==> src/core/clk_wp_pkg.sv <==
/*
 * Constants and types for the clock control write protection bank.
 * Assumes a 32-bit register port with byte addresses and one 100 MHz clock.
 */
package clk_wp_pkg;

    typedef logic [31:0] word_type;
    typedef logic [6:0]  trim_type;

    // *************************************************************
    // Register byte addresses
    // *************************************************************
    localparam word_type FAULT_CLEAR_ADDR   = 32'h400e0478;
    localparam word_type PROTECT_MODE_ADDR  = 32'h400e04e4;
    localparam word_type PROTECT_STAT_ADDR  = 32'h400e04e8;
    localparam word_type OSC_CAL_ADDR       = 32'h400e0510;
    localparam word_type MAIN_STATUS_ADDR   = 32'h400e0468;
    localparam word_type IRQ_STATUS_ADDR    = 32'h400e0520;
    localparam word_type IRQ_MASK_ADDR      = 32'h400e0524;
    localparam int       SHIELD_COUNT       = 10;
    localparam word_type SHIELD_ADDR [SHIELD_COUNT] = '{
        32'h400e0400, 32'h400e0404, 32'h400e0410, 32'h400e0414,
        32'h400e0420, 32'h400e0428, 32'h400e0430, 32'h400e0440,
        32'h400e0470, 32'h400e0474};

    // *************************************************************
    // Field positions
    // *************************************************************
    localparam int FAULT_CLEAR_BIT   = 0;
    localparam int PROTECT_EN_BIT    = 0;
    localparam int KEY_LSB           = 8;
    localparam logic [23:0] KEY_PASSWORD = 24'h504d43;
    localparam int VIOL_FLAG_BIT     = 0;
    localparam int VIOL_SRC_LSB      = 8;
    localparam int TRIM_LOW_LSB      = 0;
    localparam int TRIM_LOW_SEL      = 7;
    localparam int TRIM_MID_LSB      = 8;
    localparam int TRIM_MID_SEL      = 15;
    localparam int TRIM_HIGH_LSB     = 16;
    localparam int TRIM_HIGH_SEL     = 23;
    localparam int FAULT_STATE_BIT   = 20;
    localparam int IRQ_VIOL_BIT      = 0;
    localparam int IRQ_FAULT_BIT     = 1;
    localparam word_type CAL_MASK    = 32'h00ffffff;
    localparam logic [1:0] IRQ_MASK_BITS = 2'h3;

    // *************************************************************
    // Values after reset
    // *************************************************************
    localparam logic     PROTECT_RESET = 1'b0;
    localparam word_type CAL_RESET     = 32'h00000000;
    localparam trim_type TRIM_RESET    = 7'h00;

endpackage : clk_wp_pkg

==> src/core/trim_if.sv <==
/*
 * Carrier between the register bank and the trim selector.
 * Assumes both ends run on the same clock.
 */
`timescale 1ns/1ns
interface trim_if;
    import clk_wp_pkg::*;
    word_type calWord;
    trim_type flashLow;
    trim_type flashMid;
    trim_type flashHigh;
    trim_type trimLow;
    trim_type trimMid;
    trim_type trimHigh;
    modport source (output calWord, output flashLow, output flashMid,
                    output flashHigh, input trimLow, input trimMid, input trimHigh);
    modport sink   (input calWord, input flashLow, input flashMid,
                    input flashHigh, output trimLow, output trimMid, output trimHigh);
endinterface : trim_if

==> src/core/clock_ctrl_write_protect.sv <==
/*
 * Write protection, fault clear, violation status and RC trim override
 * for the clock controller register interface.
 * Assumes a single-cycle register port master on clk, a fault input from
 * the clock failure detector that may be asynchronous, and external
 * clock configuration registers that take writes from extWr.
 */
`timescale 1ns/1ns
module clock_ctrl_write_protect (
    input  wire logic                 clk,
    input  wire logic                 rst_n,
    // Register port
    input  wire clk_wp_pkg::word_type regAddr,
    input  wire clk_wp_pkg::word_type regWdata,
    input  wire logic                 regWr,
    input  wire logic                 regRd,
    output clk_wp_pkg::word_type      regRdata,
    // Clock failure detector
    input  wire logic                 faultDetect,
    output logic                      faultOut,
    // Forwarded writes to shielded registers
    output logic                      extWr,
    output clk_wp_pkg::word_type      extAddr,
    output clk_wp_pkg::word_type      extWdata,
    // Trim
    input  wire clk_wp_pkg::trim_type flashTrimLow,
    input  wire clk_wp_pkg::trim_type flashTrimMid,
    input  wire clk_wp_pkg::trim_type flashTrimHigh,
    output clk_wp_pkg::trim_type      trimLow,
    output clk_wp_pkg::trim_type      trimMid,
    output clk_wp_pkg::trim_type      trimHigh,
    output logic                      protectOn,
    // Interrupt
    output logic                      irq
);
    import clk_wp_pkg::*;

    // *************************************************************
    // State
    // *************************************************************
    typedef struct packed {
        logic        protEn;
        logic        violFlag;
        logic [15:0] violSrc;
        word_type    cal;
        logic        faultLatch;
        logic        faultSyncA;
        logic        faultSyncB;
        logic        faultPrev;
        logic [1:0]  irqStat;
        logic [1:0]  irqMask;
        logic        irqLine;
        word_type    rdata;
        logic        extWr;
        word_type    extAddr;
        word_type    extWdata;
    } bank_state_type;

    localparam bank_state_type STATE_RESET = '{
        protEn:     PROTECT_RESET,
        violFlag:   1'b0,
        violSrc:    16'h0000,
        cal:        CAL_RESET,
        faultLatch: 1'b0,
        faultSyncA: 1'b0,
        faultSyncB: 1'b0,
        faultPrev:  1'b0,
        irqStat:    2'h0,
        irqMask:    2'h0,
        irqLine:    1'b0,
        rdata:      32'h00000000,
        extWr:      1'b0,
        extAddr:    32'h00000000,
        extWdata:   32'h00000000
    };

    bank_state_type s_q;
    bank_state_type s_d;

    // *************************************************************
    // Decoding
    // *************************************************************
    // shielded address set
    function automatic logic isShielded(input word_type addr);
        logic hit;
        hit = 1'b0;
        for (int i = 0; i < SHIELD_COUNT; i++) begin
            if (addr == SHIELD_ADDR[i]) begin
                hit = 1'b1;
            end
        end
        return hit;
    endfunction : isShielded

    // Unmapped and write-only addresses read as zero
    function automatic word_type readValue(input word_type addr,
                                           input bank_state_type st);
        word_type v;
        v = 32'h00000000;
        unique case (addr)
            PROTECT_MODE_ADDR: begin
                v[PROTECT_EN_BIT] = st.protEn;
            end
            PROTECT_STAT_ADDR: begin
                v[VIOL_FLAG_BIT] = st.violFlag;
                v[VIOL_SRC_LSB +: 16] = st.violSrc;
            end
            OSC_CAL_ADDR: begin
                v = st.cal;
            end
            MAIN_STATUS_ADDR: begin
                v[FAULT_STATE_BIT] = st.faultLatch;
            end
            IRQ_STATUS_ADDR: begin
                v[1:0] = st.irqStat;
            end
            IRQ_MASK_ADDR: begin
                v[1:0] = st.irqMask;
            end
            default: begin
                v = 32'h00000000;
            end
        endcase
        return v;
    endfunction : readValue

    // *************************************************************
    // Next state
    // *************************************************************
    logic violation;
    logic faultRise;

    always_comb begin
        s_d       = s_q;
        violation = 1'b0;
        s_d.extWr = 1'b0;
        s_d.rdata = 32'h00000000;

        // Two-stage synchroniser; only the second stage feeds logic
        s_d.faultSyncA = faultDetect;
        s_d.faultSyncB = s_q.faultSyncA;
        s_d.faultPrev  = s_q.faultSyncB;
        faultRise      = s_q.faultSyncB & ~s_q.faultPrev;

        // Read data stands only in the cycle after the strobe
        if (regRd) begin
            s_d.rdata = readValue(regAddr, s_q);
            if (regAddr == PROTECT_STAT_ADDR) begin
                s_d.violFlag = 1'b0;
                s_d.violSrc  = 16'h0000;
            end
        end

        if (regWr) begin
            unique case (regAddr)
                FAULT_CLEAR_ADDR: begin
                    if (regWdata[FAULT_CLEAR_BIT]) begin
                        s_d.faultLatch = 1'b0;
                    end
                end
                PROTECT_MODE_ADDR: begin
                    if (regWdata[KEY_LSB +: 24] == KEY_PASSWORD) begin
                        s_d.protEn = regWdata[PROTECT_EN_BIT];
                    end
                    // wrong key leaves protEn as it was
                end
                OSC_CAL_ADDR: begin
                    if (!s_q.protEn) begin
                        s_d.cal = regWdata & CAL_MASK;
                    end else begin
                        violation = 1'b1;
                    end
                end
                IRQ_STATUS_ADDR: begin
                    s_d.irqStat = s_q.irqStat & ~regWdata[1:0];
                end
                IRQ_MASK_ADDR: begin
                    s_d.irqMask = regWdata[1:0] & IRQ_MASK_BITS;
                end
                default: begin
                    if (isShielded(regAddr)) begin
                        if (s_q.protEn) begin
                            violation = 1'b1;
                        end else begin
                            s_d.extWr    = 1'b1;
                            s_d.extAddr  = regAddr;
                            s_d.extWdata = regWdata;
                        end
                    end
                end
            endcase
        end

        if (violation) begin
            s_d.violFlag = 1'b1;
            s_d.violSrc  = regAddr[15:0];
        end

        // A detector still asserting wins over a clear in the same cycle
        if (s_q.faultSyncB) begin
            s_d.faultLatch = 1'b1;
        end

        // Events set sticky bits after any write-one clear
        if (violation) begin
            s_d.irqStat[IRQ_VIOL_BIT] = 1'b1;
        end
        if (faultRise) begin
            s_d.irqStat[IRQ_FAULT_BIT] = 1'b1;
        end
        s_d.irqLine = |(s_d.irqStat & s_d.irqMask);
    end

    always_ff @(posedge clk) begin
        if (!rst_n) begin
            s_q <= STATE_RESET;
        end else begin
            s_q <= s_d;
        end
    end

    // *************************************************************
    // Trim selection
    // *************************************************************
    trim_if trimBus ();

    assign trimBus.calWord   = s_q.cal;
    assign trimBus.flashLow  = flashTrimLow;
    assign trimBus.flashMid  = flashTrimMid;
    assign trimBus.flashHigh = flashTrimHigh;

    trim_select trimSel (
        .clk     (clk),
        .rst_n   (rst_n),
        .trimBus (trimBus)
    );

    // *************************************************************
    // Outputs
    // *************************************************************
    assign regRdata  = s_q.rdata;
    assign faultOut  = s_q.faultLatch;
    assign extWr     = s_q.extWr;
    assign extAddr   = s_q.extAddr;
    assign extWdata  = s_q.extWdata;
    assign trimLow   = trimBus.trimLow;
    assign trimMid   = trimBus.trimMid;
    assign trimHigh  = trimBus.trimHigh;
    assign protectOn = s_q.protEn;
    assign irq       = s_q.irqLine;

endmodule : clock_ctrl_write_protect

==> src/core/trim_select.sv <==
/*
 * Chooses flash or user trim for each RC oscillator frequency.
 * Assumes flash trims are stable levels in the clk domain.
 */
`timescale 1ns/1ns
module trim_select (
    input  wire logic clk,
    input  wire logic rst_n,
    trim_if.sink      trimBus
);
    import clk_wp_pkg::*;

    typedef struct packed {
        trim_type low;
        trim_type mid;
        trim_type high;
    } trim_state_type;

    trim_state_type s_q;
    trim_state_type s_d;

    always_comb begin
        s_d = s_q;
        s_d.low  = trimBus.calWord[TRIM_LOW_SEL]
                   ? trimBus.calWord[TRIM_LOW_LSB +: 7] : trimBus.flashLow;
        s_d.mid  = trimBus.calWord[TRIM_MID_SEL]
                   ? trimBus.calWord[TRIM_MID_LSB +: 7] : trimBus.flashMid;
        s_d.high = trimBus.calWord[TRIM_HIGH_SEL]
                   ? trimBus.calWord[TRIM_HIGH_LSB +: 7] : trimBus.flashHigh;
    end

    always_ff @(posedge clk) begin
        if (!rst_n) begin
            s_q <= '{low: TRIM_RESET, mid: TRIM_RESET, high: TRIM_RESET};
        end else begin
            s_q <= s_d;
        end
    end

    assign trimBus.trimLow  = s_q.low;
    assign trimBus.trimMid  = s_q.mid;
    assign trimBus.trimHigh = s_q.high;

endmodule : trim_select

==> config.mk <==
export PLATFORM = sky130hd
export DESIGN_NAME = clock_ctrl_write_protect
export DESIGN_NICKNAME = d
export VERILOG_FILES = /design/src/core/clk_wp_pkg.sv /design/src/core/trim_if.sv /design/src/core/clock_ctrl_write_protect.sv /design/src/core/trim_select.sv
export SDC_FILE = /design/constraint.sdc
export NUM_CORES = 1
export LEC_CHECK = 0
export BUFFER_PORTS_ARGS = -buffer_cell sky130_fd_sc_hd__buf_2
export CAP_MARGIN = 20
export CELL_PAD_IN_SITES_DETAIL_PLACEMENT = 1
export CELL_PAD_IN_SITES_GLOBAL_PLACEMENT = 2
export CORE_ASPECT_RATIO = 1.5
export CORE_MARGIN = 4
export CORE_UTILIZATION = 32
export CTS_CLUSTER_DIAMETER = 60
export CTS_CLUSTER_SIZE = 10
export DETAILED_ROUTE_END_ITERATION = 8
export MAX_ROUTING_LAYER = met4
export PLACE_DENSITY = 0.95
export SLEW_MARGIN = 20
export SYNTH_ARGS = -nofsm -noshare
export SYNTH_HDL_FRONTEND = slang
export SYNTH_SLANG_ARGS = --single-unit
==> constraint.sdc <==
create_clock -name clk -period 3.8 [get_ports clk]
set_input_delay 0.57 -clock clk [delete_from_list [all_inputs] [get_ports clk]]
set_output_delay 0.57 -clock clk [all_outputs]
set_load 0.005 [all_outputs]
* Word-level counts from Yosys, hierarchy flattened
Index checks and enable logic that the tools add are counted.
** Storage, ports and cells
- Input port bits :: 90
- Bits in registers :: 161
- Logic and storage cells :: 100
- Output and inout bits :: 121
** Operators by class
- Bitwise logic cells :: 10
- Equal/unequal tests :: 18
- Reductions and logical operators :: 16
- Muxes and demuxes :: 37
** Operators by type and width (count)
- $eq A32 B31 Y1 const B :: 17
- $mux W65 :: 1
- $mux W17 :: 3
- $eq A24 B23 Y1 const B :: 1
- $pmux W12 S2 :: 1
- $mux W1 :: 21
- $mux W7 :: 3
- $reduce_and A3 Y1 :: 4
- $reduce_bool A2 Y1 :: 5
- $reduce_or A8 Y1 :: 1
- $not A1 Y1 :: 6
- $pmux W1 S3 :: 2
- $pmux W3 S2 :: 1
- $pmux W1 S5 :: 1
- $reduce_or A5 Y1 :: 1
- $and A2 B2 Y2 :: 2
- $mux W2 :: 2
- $mux W4 :: 1
- $reduce_and A2 Y1 :: 2
- $reduce_and A4 Y1 :: 1
- $reduce_or A4 Y1 :: 1
- $not A2 Y2 :: 1
- $pmux W1 S2 :: 1
- $reduce_or A2 Y1 :: 1
- $and A1 B1 Y1 :: 1

* Logic depth before layout (Yosys ltp)
Gate-level depths: netlist of the first run.
- Word-level depth :: 19
- Mapped depth :: 10
- Mapped depth without buffers :: 6

* Cells and area by module
A second synthesis of the first run with hierarchy kept.
** Unflattened totals
- Cells, all modules :: 689
- Area, all modules :: 7041.8 µm²
** Modules (own cells, without submodules)
- clock_ctrl_write_protect :: times used 1, seq. area each 2802.7 µm², area an instance 6236.0 µm², cells each 621
- trim_select :: times used 1, seq. area each 420.4 µm², area an instance 805.8 µm², cells each 68

* Worst setup path after synthesis of the first run
OpenSTA, ideal clock, no wires.
- Kind :: input -> register
- From :: input regAddr[20]
- To :: register s_q (netlist bit extWdata[15])
- Setup slack :: 1.466 ns
- Library setup time :: 0.139 ns
- Data arrival time :: 2.195 ns
- Path buffers :: 3
- Data required time :: 3.661 ns
- Stages :: 9
- Cells stage by stage :: nor4_1 -> nand4_1 -> or3_4 -> or3_1 -> buf_2 -> buf_6 -> buf_6 -> nand2_2 -> a21oi_2
** On the way
- Longest elaborated chain between the ends :: 14
- Elaborated cells on any way between the ends :: 30
- Classes of those cells :: eq/ne (15); mux (12); bitwise (1); reduce/logical (2)
** Ends and longest elaborated chain
- start, declared :: line clock_ctrl_write_protect.sv:13 : input wire clk_wp_pkg::word_type regAddr,
- $eq A32 B31 Y1 :: line clock_ctrl_write_protect.sv:88 : if (addr == SHIELD_ADDR[i]) begin
- $mux W1 (10 in series) :: line clock_ctrl_write_protect.sv:88
- $mux W1 :: line clock_ctrl_write_protect.sv:155 : unique case (regAddr)
- $mux W1 :: line clock_ctrl_write_protect.sv:154 : if (regWr) begin
- $reduce_and A4 Y1 (no source line) (*)
- end signal, assigned :: line clock_ctrl_write_protect.sv:216 : s_q <= STATE_RESET;
- end signal, assigned :: line clock_ctrl_write_protect.sv:218 : s_q <= s_d;
- end, declared :: line clock_ctrl_write_protect.sv:77 : bank_state_type s_q;
Every way passes the cells marked *; elsewhere a longest branch is shown, timed or not. The select of a mux whose other input is x is not followed.
A chain may end at the register's enable or synchronous reset.

* Worst setup path in the final report of the first run
- From :: input regAddr[20]
- To :: register s_q (netlist bit trimBus.calWord[17])
** On the way
- Longest elaborated chain between the ends :: 2
** Ends and longest elaborated chain (line)
- $eq A32 B31 Y1 :: clock_ctrl_write_protect.sv:155
- $reduce_and A3 Y1 (no source line)
No other way between the ends.

==> flow_summary.toml, run 1 <==
[placement]
dp_hpwl_um = 13770
dp.cells = 1037
placed_cell_area_um2 = 6915
portBuffers = 202
gp_congestion = 0.8123

[route]
drc = 0
top_layer_used = "met4"
via_per_inst = 4.604
drtAntennaViolNets = 0
route.met2.wl_um = 9900
drt-total-wl_um = 18580
drtIter0Drc = 196
wire_per_inst_um = 17.35
wl_met1_um = 7486
met3_length_um = 931
drtPass1Iterations = 4
vias = 4931

[clock_tree]
cts_root_buffer = "clkbuf_16"
cts_tree = "done"
ctsLongestPathBuffers = 2
post_cts_resized = 0
cts.sinks = 161
path_clk_slew_ns = 0.07
htree_num_levels = 4
postCtsSetupBuffers = 0
hold_buffers = 0
insertion_delay_ns = 0.42
cts_buffers = 17

[floorplan]
io_pins = 211
rows = 63
chipWidth_um = 123.6
die-area_um2 = 22430
core_um2 = 19790
start_util = 0.3243
die_h_um = 181.4

[final_layout]
final_area_um2 = 7482
synthToLayoutAreaGrowth_pct = 16.61
fin_cells = 1071
drive_gt1_frac = 0.3325
fin_nets = 886

[sta]
clock.fmax_mhz = 402.8
tightest_slew_ns = 1.059
hold_viol = 0
relSlewSlack = 0.2940
timing.hold.ws_ns = 0.3529
finalSetupViolations = 0
rsz0062_at_grt = "false"
tns_ns = 0
min_period_ns = 2.483
finClkSkew_ns = 0.005449
timing.final.max_slew_violations = 0
post-route-period-util = 0.6533

[setup_path]
cp-end-kind = "register"
worstPathRequired_ns = 4.06
startpoint_type = "input pin"
crit_fanout = 24
timing_worst_setup_path_type = "input pin to register"
worstPathArrival_ns = 2.74

[synthesis]
synth_top_family_by_area = "simple AND/OR/NAND/NOR gates"
syn_area_um2 = 6416
synth-adder-area-share = 0
syn_area_per_cell_um2 = 9.166
ys_warn_count = 0
synth-seq-cells = 161
synth_xor_area_frac = 0
muxShareOfSynthArea = 0.04212
synth.yosys.seq_area_share = 0.5023
synth_simple_gate_area_share = 0.2061
synth-compound-area-share = 0.1053
synthDistinctLibCells = 48
synthCells = 700

[hold_path]
hold_path_class = "input pin to register"

[power_and_ir_drop]
power-per-cell-area_nw_per_um2 = 464.6
ir_drop_mv = 0.2411
p_leak_uw = 0.003222
power_uw = 3476

[grt]
antenna_found_initial = 2
track_usage = 0.1722
grt-ovfl-total = 0
grt_pass1_wl_um = 28620
grt_max_degree = 92
grt_pass1_vias = 5074

[run_status]
status = "finished clean"

[run]
maxCapViolCount = 0
==> cell type report <==
type                            instances  area (µm²)
Antenna cell                            2       5.005
Clock buffer                           18       429.2
Sequential cell                       161        3223
Inverter                                3       12.51
Clock inverter                         14       125.1
Fill cell                            2357       12300
Timing Repair Buffer                  207        1049
Tap cell                              260       325.3
Multi-Input combinational cell        406        2313
==> placed cells by master, fill, tap and decap left out, drive strengths merged, types with 2 or more instances in the layout <==
cell type    n
buf        207
dfxtp      161
nand2      135
a21oi       68
nor2        40
mux2i       27
a22o        23
and3        22
and2        21
clkbuf      18
inv          9
conb         8
nand3        7
nor4b        7
nand4        6
nor4         5
nor3         5
clkinv       5
nor2b        4
nor4bb       3
clkinvlp     3
or3          3
diode        2
nand3b       2
o21ai        2
a2bb2oi      2
or2          2
==> worst paths after layout <==
| kind | startpoint | to | slack [ns] | cells past startpoint |
|---|---|---|---|---|
| max | regAddr[20] | trimBus.calWord[17]$_SDFFE_PN0P_ | 1.32 | 7 |
| min | faultDetect | s_d[103]$_SDFF_PN0_ | 0.35 | 2 |
| max reg2reg | protectOn$_SDFFE_PN0P_ | trimBus.calWord[17]$_SDFFE_PN0P_ | 1.86 | 3 |
| min reg2reg | s_d[103]$_SDFF_PN0_ | s_d[102]$_SDFF_PN0_ | 0.44 | 1 |
==> routing by layer <==
metal  track usage  up-vias
met2        0.2975      135
met3       0.04051       15
met5             -        -
met4       0.05011        0
li1              -     2424
met1        0.1956     2357
==> power breakdown <==
group          internal (µW)  total (µW)  switching [µW]
Clock                    859        1620             764
Combinational           60.4         148            87.9
Sequential              1700        1700            3.94
==> critical path: stages <==
cell and delay [ns]:
buf_2 0.10, nor4_1 0.34, nand4_1 0.21, or2_1 0.32, or4_1 0.90, nand2_1 0.20, a21oi_1 0.08
==> logic make-up after synthesis <==
| family | Yosys count |
|---|---|
| AO/OA/AOI/OAI | 103 |
| multiplexers | 27 |
| buffers and inverters | 140 |
| AND/OR/NAND/NOR | 268 |
| flip-flops | 161 |
| other | 1 |
==> state kept, by name, indices dropped and copies added (netlist names) <==
register / flops
s_q: 22
s_d: 2
trimBus.calWord: 24
trimSel.trimBus.trimHigh: 7
extWdata: 32
trimSel.trimBus.trimMid: 7
irq: 1
extWr: 1
regRdata: 24
extAddr: 32
protectOn: 1
trimSel.trimBus.trimLow: 7
faultOut: 1
==> cell usage after synthesis (all sizes together) <==
master | n | share of area
and2b | 1 | 0.0012
and4 | 1 | 0.0014
nor4 | 5 | 0.0058
nand4b | 1 | 0.0014
o22a | 1 | 0.0014
nand2b | 1 | 0.00098
a2bb2oi | 2 | 0.0027
nor4b | 7 | 0.012
dfxtp | 161 | 0.50
nor4bb | 3 | 0.0047
or3 | 3 | 0.0037
nand3b | 2 | 0.0023
mux2i | 27 | 0.042
a22o | 23 | 0.031
o31ai | 1 | 0.0019
conb | 1 | 0.00058
a21o | 1 | 0.0012
a22oi | 1 | 0.0012
clkbuf | 24 | 0.014
inv | 3 | 0.0018
nor2b | 4 | 0.0039
nor3b | 1 | 0.0012
and2 | 21 | 0.020
nand3 | 7 | 0.0055
o2111ai | 1 | 0.0014
a21oi | 68 | 0.059
a211oi | 1 | 0.0012
and3 | 22 | 0.021
nor2 | 40 | 0.023
nand2 | 135 | 0.083
or4 | 1 | 0.0012
nand4 | 6 | 0.0059
buf | 113 | 0.13
o21ai | 2 | 0.0016
o31a | 1 | 0.0014
o21a | 1 | 0.0012
or2 | 2 | 0.0020
nor3 | 5 | 0.0055
==> metrics by stage <==
stage	util	setup slack (ns)
after CTS	0.3775	1.088
after detailed placement	0.3495	0.6280
after global routing	0.3782	1.105
after global placement	0.3495	0.7439
after floorplan	-	1.466
final	0.3782	1.317
Power figures use the tool's default switching activity.
==> inputs of run 2 (changes only) <==
--- a/config.mk
+++ b/config.mk
@@ -11,12 +11,12 @@
 export CELL_PAD_IN_SITES_GLOBAL_PLACEMENT = 2
 export CORE_ASPECT_RATIO = 1.5
 export CORE_MARGIN = 4
-export CORE_UTILIZATION = 32
+export CORE_UTILIZATION = 26
 export CTS_CLUSTER_DIAMETER = 60
 export CTS_CLUSTER_SIZE = 10
 export DETAILED_ROUTE_END_ITERATION = 8
 export MAX_ROUTING_LAYER = met4
-export PLACE_DENSITY = 0.95
+export PLACE_DENSITY = 0.86
 export SLEW_MARGIN = 20
 export SYNTH_ARGS = -nofsm -noshare
 export SYNTH_HDL_FRONTEND = slang
==> constraint.sdc (replaced) <==
create_clock -name clk -period 2.28 [get_ports clk]
set_input_delay 0.342 -clock clk [delete_from_list [all_inputs] [get_ports clk]]
set_output_delay 0.342 -clock clk [all_outputs]
set_load 0.005 [all_outputs]
==> run 2 against run 1 <==
Non-clock buffer count up 20. Hold slack worse by 0.24 ns. First-iteration DRC count up 9.2%. Critical path depth unchanged. Worst setup slack worse by 0.99 ns. Largest cell class unchanged. Via count up 2.4%. Die area up 22%. Critical endpoint is now extAddr[7]$_SDFFE_PN0P_. Utilization down 5.8 points. Critical path type unchanged. Cell area up 4.1%. Clock power up 70%. Power up 69%.
==> flow_summary.toml, run 2 (synthesis results as in run 1) <==
[sta]
clock.fmax_mhz = 512.6
finalSetupViolations = 0
setup_ws_ns = 0.3293
hold_viol = 0
post-route-period-util = 0.8556
tns_ns = 0
min_period_ns = 1.951
rsz0062_at_grt = "false"
relSlewSlack = 0.5973
tightest_slew_ns = 0.6032
timing.final.max_slew_violations = 0
finClkSkew_ns = 0.007469

[floorplan]
start_util = 0.2635
rows = 70
io_pins = 211
chipWidth_um = 136.3
die_h_um = 200.4
die-area_um2 = 27310
core_um2 = 24350

[grt]
grt-ovfl-total = 0
grt_max_degree = 92
track_usage = 0.1500
grt_pass1_wl_um = 30500
antenna_found_initial = 2
grt_pass1_vias = 5370

[setup_path]
startpoint_type = "input pin"
timing_worst_setup_path_type = "input pin to register"
crit_fanout = 59
cp-end-kind = "register"
worstPathArrival_ns = 2.27
worstPathRequired_ns = 2.60

[route]
drtAntennaViolNets = 0
drtIter0Drc = 214
wire_per_inst_um = 17.06
via_per_inst = 4.371
drt-total-wl_um = 19700
vias = 5048
drc = 0
drtPass1Iterations = 4

[final_layout]
layout_commonest_cell = "buf_2"
layout_common_cells = "202 x buf_2, 161 x dfxtp_1, 125 x nand2_1"
fin_nets = 906
drive_gt1_frac = 0.3498
synthToLayoutAreaGrowth_pct = 21.39
fin_util = 0.3199

[clock_tree]
ctsLongestPathBuffers = 2
cts.sinks = 161
postCtsSetupBuffers = 0
post_cts_resized = 0
hold_buffers = 0
cts_root_buffer = "clkbuf_16"
insertion_delay_ns = 0.43
cts_buffers = 17
path_clk_slew_ns = 0.07
cts_tree = "done"
htree_num_levels = 4

[power_and_ir_drop]
p_leak_uw = 0.003353
power_uw = 5857
power-per-cell-area_nw_per_um2 = 752.0
ir_drop_mv = 0.4794

[placement]
dp_hpwl_um = 14870
post-place-ws_ns = -0.09919
gp_congestion = 0.8585
portBuffers = 202

[run_status]
status = "finished clean"

[hold_path]
hold_path_class = "input pin to register"

[run]
maxCapViolCount = 0
==> run 2: cell types whose count changed in the layout (fill, tap and decap cells not counted), moves of 2 or more <==
cell,previous run,this run
inv_8,1,5
buf_4,5,19
clkinv_4,2,0
buf_12,0,6
==> run 2: final timing paths <==
kind                           from                               end  slack (ns)  cells past startpoint
max                     regAddr[20]           extAddr[7]$_SDFFE_PN0P_        0.33                      7
min                     faultDetect               s_d[103]$_SDFF_PN0_        0.12                      2
max reg2reg  protectOn$_SDFFE_PN0P_  trimBus.calWord[15]$_SDFFE_PN0P_        0.64                      5
min reg2reg     s_d[103]$_SDFF_PN0_               s_d[102]$_SDFF_PN0_        0.44                      1
==> run 2: critical path, stage by stage <==
cell,delay (ns)
buf_2,0.10
nor4_1,0.29
nand4_1,0.18
or3_4,0.40
or3_2,0.46
buf_12,0.20
and3_1,0.23
==> run 2: final cells by class <==
type,instances,area (µm²)
clock buffer,17,425.4
fill,2945,16560
multi-input combinational,406,2310
tap,324,405.4
timing repair buffer,227,1274
inverter,3,12.51
clock inverter,15,133.9
antenna,2,5.005
sequential,161,3223
==> run 2: layer usage <==
layer | global-route usage | part of all wire
met2 | 0.2550 | 0.52
met4 | 0.05872 | 0.022
met3 | 0.03543 | 0.049
met1 | 0.1681 | 0.41
met5 | - | 0
==> run 2: through the flow <==
stage	hold slack, ns	cells	cell area, µm²
floorplan	0.4119	707	6442
global placement	0.4233	1121	7221
detailed placement	0.4260	1121	7221
CTS	0.09146	1153	7780
global route	0.1181	1155	7789
finish	0.1160	1155	7789
==> run 2: power breakdown <==
part | internal (µW) | switching, µW | leakage (µW)
clock network | 1450 | 1310 | 0.000275
logic | 109 | 155 | 0.00178
registers | 2830 | 6.25 | 0.00130
==> inputs of run 3 (changes only) <==
--- a/config.mk
+++ b/config.mk
@@ -16,7 +16,7 @@
 export CTS_CLUSTER_SIZE = 10
 export DETAILED_ROUTE_END_ITERATION = 8
 export MAX_ROUTING_LAYER = met4
-export PLACE_DENSITY = 0.86
+export PLACE_DENSITY_LB_ADDON = 0.3
 export SLEW_MARGIN = 20
 export SYNTH_ARGS = -nofsm -noshare
 export SYNTH_HDL_FRONTEND = slang
==> run 3 against run 2 <==
Clock power increased by 13%. Routed wire length increased by 0.99%. Die area unchanged. Cell count about the same. Critical endpoint is now regRdata[11]$_SDFF_PN0_.
==> flow_summary.toml, run 3 (synthesis results as in run 1) <==
[run_status]
status = "finished clean"

[final_layout]
fin_nets = 909
seq_area_um2 = 3223
layout_commonest_cell = "buf_2"
fin_util = 0.3238
layout_common_cells = "202 x buf_2, 161 x dfxtp_1, 125 x nand2_1"
final_area_um2 = 7885
multi_input_area_um2 = 2310
diodes = 0
fin_cells = 1156
synthToLayoutAreaGrowth_pct = 22.89
drive_gt1_frac = 0.3522
nFillCells = 2944

[setup_path]
worstPathArrival_ns = 2.33
r2r_setup_slack_ns = 0.66
reg2regPathDepth = 5
cp-end-kind = "register"
timing_worst_setup_path_type = "input pin to register"
worstPathRequired_ns = 2.65
crit_start = "regAddr[12]"
r2r_end = "trimBus.calWord[15]$_SDFFE_PN0P_"
r2r-start = "protectOn$_SDFFE_PN0P_"
crit_fanout = 21
startpoint_type = "input pin"

[clock_tree]
cts.sinks = 161
postCtsSetupBuffers = 0
htree_num_levels = 4
path_clk_slew_ns = 0.07
cts_buffers = 17
insertion_delay_ns = 0.43
cts_root_buffer = "clkbuf_16"
cts_tree = "done"
post_cts_resized = 0
ctsLongestPathBuffers = 2
hold_buffers = 0

[route]
via_per_inst = 4.316
drc = 0
drtIter0Drc = 180
vias = 4989
wl_met1_um = 8461
drtPass1Iterations = 4
route.met2.wl_um = 10010
drt-total-wl_um = 19900
drtAntennaViolNets = 0
met3_length_um = 1023
top_layer_used = "met4"
wire_per_inst_um = 17.21

[grt]
grt_pass1_wl_um = 30830
grt_pass1_vias = 5348
track_usage = 0.1520
grt-ovfl-total = 0
antenna_found_initial = 0
grt_max_degree = 92

[hold_path]
holdPathStages = 2
min_from = "faultDetect"
hold_path_class = "input pin to register"
min_to = "s_d[103]$_SDFF_PN0_"

[placement]
dp_hpwl_um = 14770
dp.cells = 1124
portBuffers = 202
placed_cell_area_um2 = 7243
post-place-ws_ns = -0.1246
gp_congestion = 0.7903

[floorplan]
chipWidth_um = 136.3
rows = 70
io_pins = 211
die_h_um = 200.4
start_util = 0.2635
die-area_um2 = 27310
core_um2 = 24350

[sta]
finClkSkew_ns = 0.01203
timing.hold.ws_ns = 0.1137
setup_ws_ns = 0.3163
hold_viol = 0
finalSetupViolations = 0
clock.fmax_mhz = 509.2
min_period_ns = 1.964
post-route-period-util = 0.8613
rsz0062_at_grt = "false"
relSlewSlack = 0.5785
tightest_slew_ns = 0.6323
timing.final.max_slew_violations = 0

[power_and_ir_drop]
p_leak_uw = 0.003408
ir_drop_mv = 0.4744
power-per-cell-area_nw_per_um2 = 788.7

[run]
maxCapViolCount = 0
run 3: cell count changes in the layout (fill, tap and decap cells not counted), sizes merged, moves of 2 or more:
cell,previous run,this run
clkinvlp,2,0
clkbuf,17,19
diode,2,0
bufinv,0,3
buf,227,230
inv,13,11
run 3: critical path: stages:
cell and delay (ns):
buf_2 0.10, nor4b_1 0.33, nand4_1 0.18, buf_4 0.17, nor2_1 0.34, nand3_1 0.25, nor2_1 0.25, buf_12 0.19
a22o_1 0.17
run 3: where the power goes:
group | switching [µW] | internal [µW]
registers | 6.09 | 2830
clock network | 1280 | 1830
logic | 155 | 110
total | 1440 | 4770
run 3: worst max-delay path by stage:
stage	slack (ns)	to
after detailed placement	-0.12	extAddr[0]$_SDFFE_PN0P_
after floorplan	0.17	extWdata[15]$_SDFFE_PN0P_
after global routing	0.07	regRdata[16]$_SDFF_PN0_
final	0.32	regRdata[11]$_SDFF_PN0_
after global placement	-0.11	extAddr[11]$_SDFFE_PN0P_
after CTS	0.34	extAddr[11]$_SDFFE_PN0P_
run 3: layer usage:
layer,up-vias,GRT usage
li1,2476,-
met1,2354,0.1764
met2,133,0.2518
met3,26,0.04171
met4,0,0.05079
met5,-,-
run 3: layout make-up:
class | count | area share
flip-flops and latches | 161 | 0.4088
multi-input cells | 406 | 0.2929
repair buffers | 230 | 0.1644
clock buffers | 19 | 0.05744
well taps | 324 | 0.05141
clock inverters | 13 | 0.02348
inverters | 3 | 0.001587
run 3: per-stage QoR:
stage,TNS [ns],total power (µW)
finish,0,6219
detailed placement,-7.071,3175
global placement,-5.312,3175
floorplan,0,3006
global route,0,6467
CTS,0,6337
